===== config.mk =====
export PLATFORM = sky130hd
export DESIGN_NAME = pwec_top
export DESIGN_NICKNAME = d
export VERILOG_FILES = /design/src/pwec_tick.v /design/src/pwec_top.v
export VERILOG_INCLUDE_DIRS = /design/src
export SDC_FILE = /design/constraint.sdc
export NUM_CORES = 2
export LEC_CHECK = 0
export BUFFER_PORTS_ARGS = -buffer_cell sky130_fd_sc_hd__buf_2
export CORE_MARGIN = 4
export CORE_UTILIZATION = 40
export CTS_CLUSTER_SIZE = 30
export DETAILED_ROUTE_END_ITERATION = 8
export SLEW_MARGIN = 25
export SYNTH_ARGS = -nofsm -noshare
export SYNTH_HDL_FRONTEND = slang
export SYNTH_SLANG_ARGS = --single-unit

===== constraint.sdc =====
create_clock -name sys_clk_i -period 10.5 [get_ports sys_clk_i]
set_input_delay 1.05 -clock sys_clk_i [delete_from_list [all_inputs] [get_ports sys_clk_i]]
set_output_delay 1.05 -clock sys_clk_i [all_outputs]
set_load 0.02 [all_outputs]

===== src/pwec_map.vh =====
// pwec_map.vh: register indices, field positions, reset values and timing figures
// of the pulse width / line-to-line capture block.
// assumes: included by bare name from the design files, definitions only.
`ifndef PWEC_MAP_VH
`define PWEC_MAP_VH

// per-line register indices (line chosen by the line select port)
`define PWEC_IDX_FEATURE_ENABLE     5'h00
`define PWEC_IDX_FEATURE_SELECT     5'h01
`define PWEC_IDX_CLOCK_OPTIONS      5'h02
`define PWEC_IDX_MODE_CONFIG_FIRST  5'h03
`define PWEC_IDX_HIGH_TICKS         5'h04
`define PWEC_IDX_LOW_TICKS          5'h05
`define PWEC_IDX_HIGH_SECONDS       5'h06
`define PWEC_IDX_LOW_SECONDS        5'h07
`define PWEC_IDX_HIGH_TICKS_RC      5'h08
`define PWEC_IDX_HIGH_SECONDS_RC    5'h09
// shared register indices (line select ignored)
`define PWEC_IDX_STREAM_CAPTURE     5'h0a
`define PWEC_IDX_CLK_DIVISOR_BASE   5'h0c
`define PWEC_IDX_CLK_WRAP_BASE      5'h10
`define PWEC_IDX_CLK_ENABLE_BASE    5'h14

// feature numbers
`define PWEC_FEAT_PULSE_WIDTH       32'h0000_0005
`define PWEC_FEAT_LINE_TO_LINE      32'h0000_0006

// field positions
`define PWEC_OPT_CLK_MSB            2
`define PWEC_CFG_CONTINUOUS_BIT     1
`define PWEC_CFG_EDGE_RISING_BIT    0

// clock source codes
`define PWEC_CLK_ZERO               3'h0
`define PWEC_CLK_ONE                3'h1
`define PWEC_CLK_TWO                3'h2

// reset values and stream split point
`define PWEC_RST_WORD               32'h0000_0000
`define PWEC_RST_DIVISOR            9'h000
`define PWEC_STREAM_HALF            16

// timing figures
`define PWEC_CORE_RATE_HZ           80000000
`define PWEC_SYS_RATE_HZ            125000000

`endif


===== src/pwec_tick.v =====
// pwec_tick.v: one divided tick clock with a wrapping 32-bit tick counter.
// assumes: single clock sys_clk_i, synchronous active-high reset.
`timescale 1ns/1ps
`default_nettype none
`include "pwec_map.vh"

module pwec_tick (
  input  wire        sys_clk_i,
  input  wire        srst_i,
  input  wire        enable_i,
  input  wire [8:0]  divisor_i,
  input  wire [31:0] wrap_i,
  output reg  [31:0] count_o
);

  reg  [8:0] pre_reg;
  wire [8:0] div_eff;
  wire       tick_en;

  // a divisor of zero counts as one
  assign div_eff = (divisor_i == 9'h000) ? 9'h001 : divisor_i;
  assign tick_en = enable_i && (pre_reg >= div_eff - 9'h001);

  // prescaler gives one enable pulse per divisor cycles; counter wraps at the wrap value
  always @(posedge sys_clk_i) begin
    if (srst_i) begin
      pre_reg <= 9'h000;
      count_o <= 32'h0000_0000;
    end else if (!enable_i) begin
      pre_reg <= 9'h000;
    end else if (tick_en) begin
      pre_reg <= 9'h000;
      if (wrap_i != 32'h0000_0000 && count_o >= wrap_i - 32'h0000_0001) begin
        count_o <= 32'h0000_0000;
      end else begin
        count_o <= count_o + 32'h0000_0001;
      end
    end else begin
      pre_reg <= pre_reg + 9'h001;
    end
  end

endmodule
`default_nettype wire


===== src/pwec_top.v =====
// pwec_top.v: pulse width and line-to-line edge interval capture on two input lines.
// assumes: input lines and register port synchronous to sys_clk_i; one read or write
// per cycle; read data appears one cycle after the read strobe.
// Function
// - options bits 2..0 pick tick clock zero/one/two
// - config bit one: continuous or single measurement
// - enable field on/off; feature five is pulse width
// - high read returns ticks, latches matching low
// - low capture changes only on high reads
// - only high reads start a new measurement
// - store durations after full period, each rise
// - read-clear returns value then clears result
// - single mode measures once, waits for read
// - stream reads return low half, capture upper
// - no update operations on running measurement
// - tick rate is core rate over divisor; code divides sys_clk_i (sys rate) instead
// - divisors 1..511, zero acts as one
// - longest interval is wrap value, zero full
// - count ticks between edges on two lines
// - line-to-line is single-shot, holds result
// - config bit zero: falling or rising edge
// - interval reads zero until done, both lines
// - interval read-clear clears and restarts
`timescale 1ns/1ps
`default_nettype none
`include "pwec_map.vh"

module pwec_top (
  input  wire        sys_clk_i,
  input  wire        srst_i,
  input  wire [1:0]  sig_line_i,
  input  wire        stream_mode_i,
  input  wire        reg_wr_i,
  input  wire        reg_rd_i,
  input  wire        reg_line_i,
  input  wire [4:0]  reg_addr_i,
  input  wire [31:0] reg_wdata_i,
  output reg  [31:0] reg_rdata_o,
  output reg         reg_rvalid_o
);

  integer i;

  // configuration storage
  reg  [1:0]  enable_reg;
  reg  [31:0] select_reg   [0:1];
  reg  [31:0] options_reg  [0:1];
  reg  [31:0] config_reg   [0:1];
  reg  [8:0]  divisor_reg  [0:2];
  reg  [31:0] wrap_reg     [0:2];
  reg  [2:0]  clk_en_reg;
  // pulse width state per line
  reg  [1:0]  seen_rise_reg;
  reg  [1:0]  seen_fall_reg;
  reg  [1:0]  halt_reg;
  reg  [31:0] rise_t_reg   [0:1];
  reg  [31:0] fall_t_reg   [0:1];
  reg  [31:0] high_reg     [0:1];
  reg  [31:0] low_pend_reg [0:1];
  reg  [31:0] low_cap_reg  [0:1];
  // line-to-line state
  reg         l2l_first_reg;
  reg         l2l_armed_reg;
  reg         l2l_got_reg;
  reg  [31:0] l2l_start_reg;
  reg  [31:0] l2l_res_reg;
  // shared
  reg  [15:0] stream_cap_reg;
  reg  [1:0]  prev_reg;

  wire [95:0] cnt_bus;
  wire [63:0] stamp_bus;
  wire [63:0] wrap_bus;
  wire [17:0] div_bus;
  wire [1:0]  rise;
  wire [1:0]  fall;
  wire [1:0]  edge_hit;
  wire [1:0]  pw_on;
  wire [1:0]  l2l_sel;
  wire        l2l_on;
  wire        sec_line;

  // wrapped difference of two tick stamps
  function [31:0] wrap_diff;
    input [31:0] t_from;
    input [31:0] t_to;
    input [31:0] wrap;
    begin
      if (wrap == 32'h0000_0000 || t_to >= t_from) begin
        wrap_diff = t_to - t_from;
      end else begin
        wrap_diff = t_to + wrap - t_from;
      end
    end
  endfunction

  // tick clocks and per-line clock source selection
  genvar g;
  generate
    for (g = 0; g < 3; g = g + 1) begin : gen_clk
      pwec_tick u_tick (
        .sys_clk_i (sys_clk_i),
        .srst_i    (srst_i),
        .enable_i  (clk_en_reg[g]),
        .divisor_i (divisor_reg[g]),
        .wrap_i    (wrap_reg[g]),
        .count_o   (cnt_bus[g*32 +: 32])
      );
    end
    for (g = 0; g < 2; g = g + 1) begin : gen_line
      wire [1:0] csel;
      // reserved source codes fall back to clock zero
      assign csel = (options_reg[g][`PWEC_OPT_CLK_MSB:0] == `PWEC_CLK_ONE) ? 2'h1 :
                    (options_reg[g][`PWEC_OPT_CLK_MSB:0] == `PWEC_CLK_TWO) ? 2'h2 :
                    2'h0;
      assign stamp_bus[g*32 +: 32] = cnt_bus[csel*32 +: 32];
      assign wrap_bus[g*32 +: 32]  = wrap_reg[csel];
      assign div_bus[g*9 +: 9]     = (divisor_reg[csel] == 9'h000) ? 9'h001 : divisor_reg[csel];
      assign rise[g] = sig_line_i[g] && !prev_reg[g];
      assign fall[g] = !sig_line_i[g] && prev_reg[g];
      assign edge_hit[g] = config_reg[g][`PWEC_CFG_EDGE_RISING_BIT] ? rise[g] : fall[g];
      assign pw_on[g]   = enable_reg[g] && (select_reg[g] == `PWEC_FEAT_PULSE_WIDTH);
      assign l2l_sel[g] = enable_reg[g] && (select_reg[g] == `PWEC_FEAT_LINE_TO_LINE);
    end
  endgenerate

  assign l2l_on   = l2l_sel[0] && l2l_sel[1];
  assign sec_line = !l2l_first_reg;

  // read decode
  wire       is_high_rd = reg_rd_i && (reg_addr_i == `PWEC_IDX_HIGH_TICKS ||
                          reg_addr_i == `PWEC_IDX_HIGH_SECONDS ||
                          reg_addr_i == `PWEC_IDX_HIGH_TICKS_RC ||
                          reg_addr_i == `PWEC_IDX_HIGH_SECONDS_RC);
  wire       is_rc_rd   = reg_rd_i && (reg_addr_i == `PWEC_IDX_HIGH_TICKS_RC ||
                          reg_addr_i == `PWEC_IDX_HIGH_SECONDS_RC);
  wire       is_int_rd  = (reg_addr_i == `PWEC_IDX_HIGH_TICKS ||
                           reg_addr_i == `PWEC_IDX_LOW_TICKS ||
                           reg_addr_i == `PWEC_IDX_HIGH_TICKS_RC);
  wire [8:0] rd_div     = reg_line_i ? div_bus[17:9] : div_bus[8:0];

  // read data selection; seconds registers hold ticks scaled to undivided sys_clk_i periods
  reg  [31:0] rd_val;
  reg  [31:0] high_val;
  reg  [40:0] scaled;
  always @* begin
    rd_val   = 32'h0000_0000;
    high_val = l2l_sel[reg_line_i] ? l2l_res_reg : high_reg[reg_line_i];
    scaled   = 41'h000_0000_0000;
    case (reg_addr_i)
      `PWEC_IDX_FEATURE_ENABLE:    rd_val = {31'h0000_0000, enable_reg[reg_line_i]};
      `PWEC_IDX_FEATURE_SELECT:    rd_val = select_reg[reg_line_i];
      `PWEC_IDX_CLOCK_OPTIONS:     rd_val = options_reg[reg_line_i];
      `PWEC_IDX_MODE_CONFIG_FIRST: rd_val = config_reg[reg_line_i];
      `PWEC_IDX_HIGH_TICKS,
      `PWEC_IDX_HIGH_TICKS_RC:     rd_val = high_val;
      `PWEC_IDX_LOW_TICKS:         rd_val = low_cap_reg[reg_line_i];
      `PWEC_IDX_HIGH_SECONDS,
      `PWEC_IDX_HIGH_SECONDS_RC: begin
        scaled = high_val * rd_div;
        rd_val = scaled[31:0];
      end
      `PWEC_IDX_LOW_SECONDS: begin
        scaled = low_cap_reg[reg_line_i] * rd_div;
        rd_val = scaled[31:0];
      end
      `PWEC_IDX_STREAM_CAPTURE:    rd_val = {16'h0000, stream_cap_reg};
      `PWEC_IDX_CLK_DIVISOR_BASE:  rd_val = {23'h000000, divisor_reg[0]};
      5'h0d:                       rd_val = {23'h000000, divisor_reg[1]};
      5'h0e:                       rd_val = {23'h000000, divisor_reg[2]};
      `PWEC_IDX_CLK_WRAP_BASE:     rd_val = wrap_reg[0];
      5'h11:                       rd_val = wrap_reg[1];
      5'h12:                       rd_val = wrap_reg[2];
      `PWEC_IDX_CLK_ENABLE_BASE:   rd_val = {31'h0000_0000, clk_en_reg[0]};
      5'h15:                       rd_val = {31'h0000_0000, clk_en_reg[1]};
      5'h16:                       rd_val = {31'h0000_0000, clk_en_reg[2]};
      default:                     rd_val = 32'h0000_0000;
    endcase
  end

  // register port answer and stream capture
  always @(posedge sys_clk_i) begin
    if (srst_i) begin
      reg_rdata_o    <= 32'h0000_0000;
      reg_rvalid_o   <= 1'b0;
      stream_cap_reg <= 16'h0000;
    end else begin
      reg_rvalid_o <= reg_rd_i;
      if (reg_rd_i) begin
        if (stream_mode_i && is_int_rd) begin
          reg_rdata_o    <= {16'h0000, rd_val[`PWEC_STREAM_HALF-1:0]};
          stream_cap_reg <= rd_val[31:`PWEC_STREAM_HALF];
        end else begin
          reg_rdata_o <= rd_val;
        end
      end
    end
  end

  // configuration, pulse width and line-to-line engines
  always @(posedge sys_clk_i) begin
    if (srst_i) begin
      enable_reg    <= 2'b00;
      seen_rise_reg <= 2'b00;
      seen_fall_reg <= 2'b00;
      halt_reg      <= 2'b00;
      clk_en_reg    <= 3'b000;
      prev_reg      <= 2'b00;
      l2l_first_reg <= 1'b0;
      l2l_armed_reg <= 1'b0;
      l2l_got_reg   <= 1'b0;
      l2l_start_reg <= `PWEC_RST_WORD;
      l2l_res_reg   <= `PWEC_RST_WORD;
      for (i = 0; i < 3; i = i + 1) begin
        divisor_reg[i] <= `PWEC_RST_DIVISOR;
        wrap_reg[i]    <= `PWEC_RST_WORD;
      end
      for (i = 0; i < 2; i = i + 1) begin
        select_reg[i]   <= `PWEC_RST_WORD;
        options_reg[i]  <= `PWEC_RST_WORD;
        config_reg[i]   <= `PWEC_RST_WORD;
        rise_t_reg[i]   <= `PWEC_RST_WORD;
        fall_t_reg[i]   <= `PWEC_RST_WORD;
        high_reg[i]     <= `PWEC_RST_WORD;
        low_pend_reg[i] <= `PWEC_RST_WORD;
        low_cap_reg[i]  <= `PWEC_RST_WORD;
      end
    end else begin
      prev_reg <= sig_line_i;
      // shared tick clock setup
      if (reg_wr_i) begin
        for (i = 0; i < 3; i = i + 1) begin
          if (reg_addr_i == `PWEC_IDX_CLK_DIVISOR_BASE + i[4:0]) begin
            divisor_reg[i] <= reg_wdata_i[8:0];
          end
          if (reg_addr_i == `PWEC_IDX_CLK_WRAP_BASE + i[4:0]) begin
            wrap_reg[i] <= reg_wdata_i;
          end
          if (reg_addr_i == `PWEC_IDX_CLK_ENABLE_BASE + i[4:0]) begin
            clk_en_reg[i] <= reg_wdata_i[0];
          end
        end
      end
      for (i = 0; i < 2; i = i + 1) begin
        // host reads of this line; results are never written by the host
        if (is_high_rd && reg_line_i == i[0]) begin
          low_cap_reg[i] <= low_pend_reg[i];
          if (halt_reg[i]) begin
            halt_reg[i]      <= 1'b0;
            seen_rise_reg[i] <= 1'b0;
            seen_fall_reg[i] <= 1'b0;
          end
          if (is_rc_rd) begin
            high_reg[i] <= `PWEC_RST_WORD;
          end
        end
        // pulse width edges; a store in the cycle of a clear wins
        if (pw_on[i] && !halt_reg[i]) begin
          if (rise[i]) begin
            if (seen_fall_reg[i]) begin
              high_reg[i]     <= wrap_diff(rise_t_reg[i], fall_t_reg[i],
                                           wrap_bus[i*32 +: 32]);
              low_pend_reg[i] <= wrap_diff(fall_t_reg[i], stamp_bus[i*32 +: 32],
                                           wrap_bus[i*32 +: 32]);
              halt_reg[i]     <= !config_reg[i][`PWEC_CFG_CONTINUOUS_BIT];
            end
            rise_t_reg[i]    <= stamp_bus[i*32 +: 32];
            seen_rise_reg[i] <= 1'b1;
            seen_fall_reg[i] <= 1'b0;
          end else if (fall[i] && seen_rise_reg[i]) begin
            fall_t_reg[i]    <= stamp_bus[i*32 +: 32];
            seen_fall_reg[i] <= 1'b1;
          end
        end
        // writes to the per-line enable register restart this line; results only via reads
        if (reg_wr_i && reg_line_i == i[0]) begin
          case (reg_addr_i)
            `PWEC_IDX_FEATURE_ENABLE: begin
              enable_reg[i]    <= reg_wdata_i[0];
              seen_rise_reg[i] <= 1'b0;
              seen_fall_reg[i] <= 1'b0;
              halt_reg[i]      <= 1'b0;
              high_reg[i]      <= `PWEC_RST_WORD;
              low_pend_reg[i]  <= `PWEC_RST_WORD;
            end
            `PWEC_IDX_FEATURE_SELECT:    select_reg[i]  <= reg_wdata_i;
            `PWEC_IDX_CLOCK_OPTIONS:     options_reg[i] <= reg_wdata_i;
            `PWEC_IDX_MODE_CONFIG_FIRST: config_reg[i]  <= reg_wdata_i;
            default: ;
          endcase
        end
      end
      // restart on read-clear of the interval; a completing edge below still wins
      if (is_rc_rd && l2l_sel[reg_line_i]) begin
        l2l_res_reg   <= `PWEC_RST_WORD;
        l2l_armed_reg <= 1'b1;
        l2l_got_reg   <= 1'b0;
      end
      // line-to-line: first line's edge stamps, second line's edge completes
      if (l2l_on && l2l_armed_reg) begin
        if (!l2l_got_reg && edge_hit[l2l_first_reg]) begin
          l2l_start_reg <= stamp_bus[l2l_first_reg*32 +: 32];
          l2l_got_reg   <= 1'b1;
        end else if (l2l_got_reg && edge_hit[sec_line]) begin
          l2l_res_reg   <= wrap_diff(l2l_start_reg, stamp_bus[l2l_first_reg*32 +: 32],
                                     wrap_bus[l2l_first_reg*32 +: 32]);
          l2l_armed_reg <= 1'b0;
        end
      end
      // enabling a line as line-to-line restarts; first enabled line waits first
      if (reg_wr_i && reg_addr_i == `PWEC_IDX_FEATURE_ENABLE && reg_wdata_i[0] &&
          select_reg[reg_line_i] == `PWEC_FEAT_LINE_TO_LINE) begin
        if (!l2l_sel[!reg_line_i]) begin
          l2l_first_reg <= reg_line_i;
        end
        l2l_res_reg   <= `PWEC_RST_WORD;
        l2l_armed_reg <= 1'b1;
        l2l_got_reg   <= 1'b0;
      end
    end
  end

endmodule
`default_nettype wire


==> flow_summary_export.csv <==
group,metric,value,unit
floorplan,die_area,208000,µm²
floorplan,start_util,40.3,%
timing,slew_violations,0,
placed_design,place_ws,1.10,ns
final_layout,area_growth,9.72,%
critical_path,critical_path_required,11.11,ns
clock_tree,htree_levels,3,
timing,fin_crit,9.61,ns
grt,grt-ovfl-total,0,
timing,tns,0,ns
placed_design,port_buffers,77,
logic_synthesis,ys_seq_elements,887,
clock_tree,clk_pin_slew,0.06,ns
timing,maxSlewHeadroom,17.4,%
detailed_routing,drt-wirelength-per-cell,29.9,µm
timing,hold_violations,0,
critical_path,cp_top_family,"compound AO/OA/AOI/OAI gates",
critical_path,path_class,"flip-flop to flip-flop",
grt,track_usage,33.0,%
logic_synthesis,ys.flop_type,"edfxtp_1",
floorplan,core-area,200000,µm²
grt,grt_pass1_vias,67100,
power,p_switching,8.08,mW
power,pwr-share-comb,55.9,%
placed_design,dpl.hpwl,283000,µm
grt,grt_pass1_wl,495000,µm
clock_tree,ctsResizeCount,0,
final_layout,fin_cells,11900,
placed_design,routabilityCongestion,1.05,
timing,worst_slack,0.889,ns
outcome,status,"finished clean",
logic_synthesis,syn_area,80500,µm²
final_layout,drive_gt1_share,7.33,%
clock_tree,cts.root.buffer_cell,"clkbuf_16",
floorplan,die_w,457,µm
logic_synthesis,synth-simple-area-share,16.4,%
detailed_routing,drt_wl_total,355000,µm
logic_synthesis,yosys_warnings,0,
clock_tree,cts_tree,"done",
timing,period_share,91.5,%
timing,tightest_slew,1.24,ns
logic_synthesis,synth_fa_ha_area_share,21.2,%
critical_path,slowest_stage,"edfxtp_1",
timing,setup-violations-final,0,
timing,max_freq,104,MHz
critical_path,worst_ep_arrival_time,10.22,ns
logic_synthesis,yosysSeqAreaShare,29.6,%
detailed_routing,first_pass_iters,8,
critical_path,crit_path_start,"options_reg[0][0]",
power,leakage,38.1,nW
detailed_routing,vias,71000,
detailed_routing,via_per_inst,5.99,
critical_path,critPathCaptureType,"flip-flop",
clock_tree,clock_sinks,887,
clock_tree,hold_buffers,0,
floorplan,fp.dieH,457,µm
floorplan,rows,164,
hold_path,worstHoldStart,"low_pend_reg[1][8]",
floorplan,ioPinCount,78,
clock_tree,post-cts-setup-buffers,0,
logic_synthesis,synthCells,9069,
grt,grt_max_degree,84,
power,power.share.clock,21.2,%
logic_synthesis,synth-edff-count,603,
power,p_seq_share,23.0,%
critical_path,r2r_start,"options_reg[0][0]",
job,drv_cap,0,
placed_design,dp.cells,11600,
critical_path,critPathLaunchType,"flip-flop",
timing,fin_worst_skew,0.0883,ns
clock_tree,cts_buffers,104,
power,cellInternalPower,9.86,mW
detailed_routing,drt_first_iter_violations,8493,
logic_synthesis,synth.area.mux_share,4.05,%
power,p_sw_share,45.0,%
logic_synthesis,synth_top_family_by_area,"adder cells",
logic_synthesis,syn_avg_cell_area,8.87,µm²
power,power_density,203,nW/µm²
logic_synthesis,synthXorXnorAreaFrac,6.20,%
timing,rsz0062_at_grt,"false",
logic_synthesis,synth_fp_nets,10200,
critical_path,path_buf_inv,3,
clock_tree,cts_buffer_depth,3,
clock_tree,clock_latency,0.82,ns
hold_path,timing.hold.worst.class,"flip-flop to flip-flop",
critical_path,worstPathMaxFanout,28,
final_layout,fin_nets,10200,
detailed_routing,drtAntennaViolNets,0,
detailed_routing,drc,0,
critical_path,slowest_delay,1.01,ns
logic_synthesis,synth-compound-area-share,15.7,%
logic_synthesis,ys_async_sr_fraction,0,%
logic_synthesis,yosysUniqueCellTypes,96,
grt,antenna_found_initial,28,
power,irDropWorstVdd,0.289,mV
[kinds of logic (layout without fill, tap and decap cells)]
logic type | count (synthesis) | count (layout)
AND/OR/NAND/NOR | 2857 | 2857
buffers and inverters | 1447 | 1549
XOR/XNOR | 565 | 565
AO/OA/AOI/OAI | 1940 | 1940
other | 0 | 28
flip-flops | 887 | 887
multiplexers | 319 | 319
adder cells (fa/ha/maj) | 1054 | 1054
[worst paths after layout]
path                              to  slack (ns)  depth (start not counted)
hold / removal    low_pend_reg[1][8]        0.45                          2
setup reg to reg     reg_rdata_o[30]        0.89                         28
hold reg to reg   low_pend_reg[1][8]        0.45                          2
setup / recovery     reg_rdata_o[30]        0.89                         28
[cells in the mapped netlist, drive strengths merged (213+ instances only)]
cell type  number  area (µm²)
inv          1049        3940
nor2         1049        3940
nand2         741        2780
a21oi         611        3090
edfxtp        603       18100
ha            536        6710
fa            518       10400
xnor2         349        3060
clkbuf        298        1120
dfxtp         284        5690
o21ai         281        1410
mux2i         268        2680
a21o          266        2010
xor2          213        1870
[layer usage]
metal | global-route usage (%) | part of all wire, % | routed length (µm) | vias to the layer above
met5 | 0 | 0.015 | 52 | -
met1 | 42.4 | 40 | 140000 | 34900
li1 | - | - | - | 31300
met4 | 19.9 | 7.1 | 25300 | 8
met2 | 49.3 | 42 | 151000 | 3925
met3 | 9.17 | 11 | 38500 | 821
[layout by cell type, fill, tap and decap left out, drive strengths merged, types with 284 or more instances in the layout]
cell type / instances
buf: 302
inv: 1056
dfxtp: 284
nand2: 741
ha: 536
edfxtp: 603
xnor2: 349
fa: 518
a21oi: 611
nor2: 1049
[metrics by stage]
stage	cell area, µm²	power (mW)	hold slack (ns)	utilization [%]
2_1_floorplan	80500	10.9	0.414	-
3_3_place_gp	84600	14.0	0.434	42.3
3_5_place_dp	84700	14.1	0.436	42.4
4_1_cts	88200	17.9	0.452	44.1
5_1_grt	88200	19.1	0.468	44.1
6_report	88300	17.9	0.449	44.2
[power groups by stage]
stage               clock (mW)  combinational (mW)  sequential, mW
floorplan                    0                6.88            4.04
global placement             0                9.83            4.17
detailed placement           0                9.90            4.17
CTS                       3.85                9.96            4.10
global route              3.99                11.0            4.12
finish                    3.80                10.0            4.12
[tightest hold or removal path, stage by stage, from the launching register on]
cell and delay [ns]:
dfxtp_1 0.32, nand2_1 0.04, o21ai_0 0.05
[cell type report]
type | instances | area (µm²)
Clock inverter | 57 | 698
Fill cell | 19500 | 112000
Sequential cell | 887 | 23800
Timing Repair Buffer | 302 | 2110
Tap cell | 2656 | 3320
Inverter | 1050 | 3940
Antenna cell | 28 | 70.1
Multi-Input combinational cell | 6735 | 51500
Clock buffer | 140 | 2830
Power figures use the tool's default switching activity.
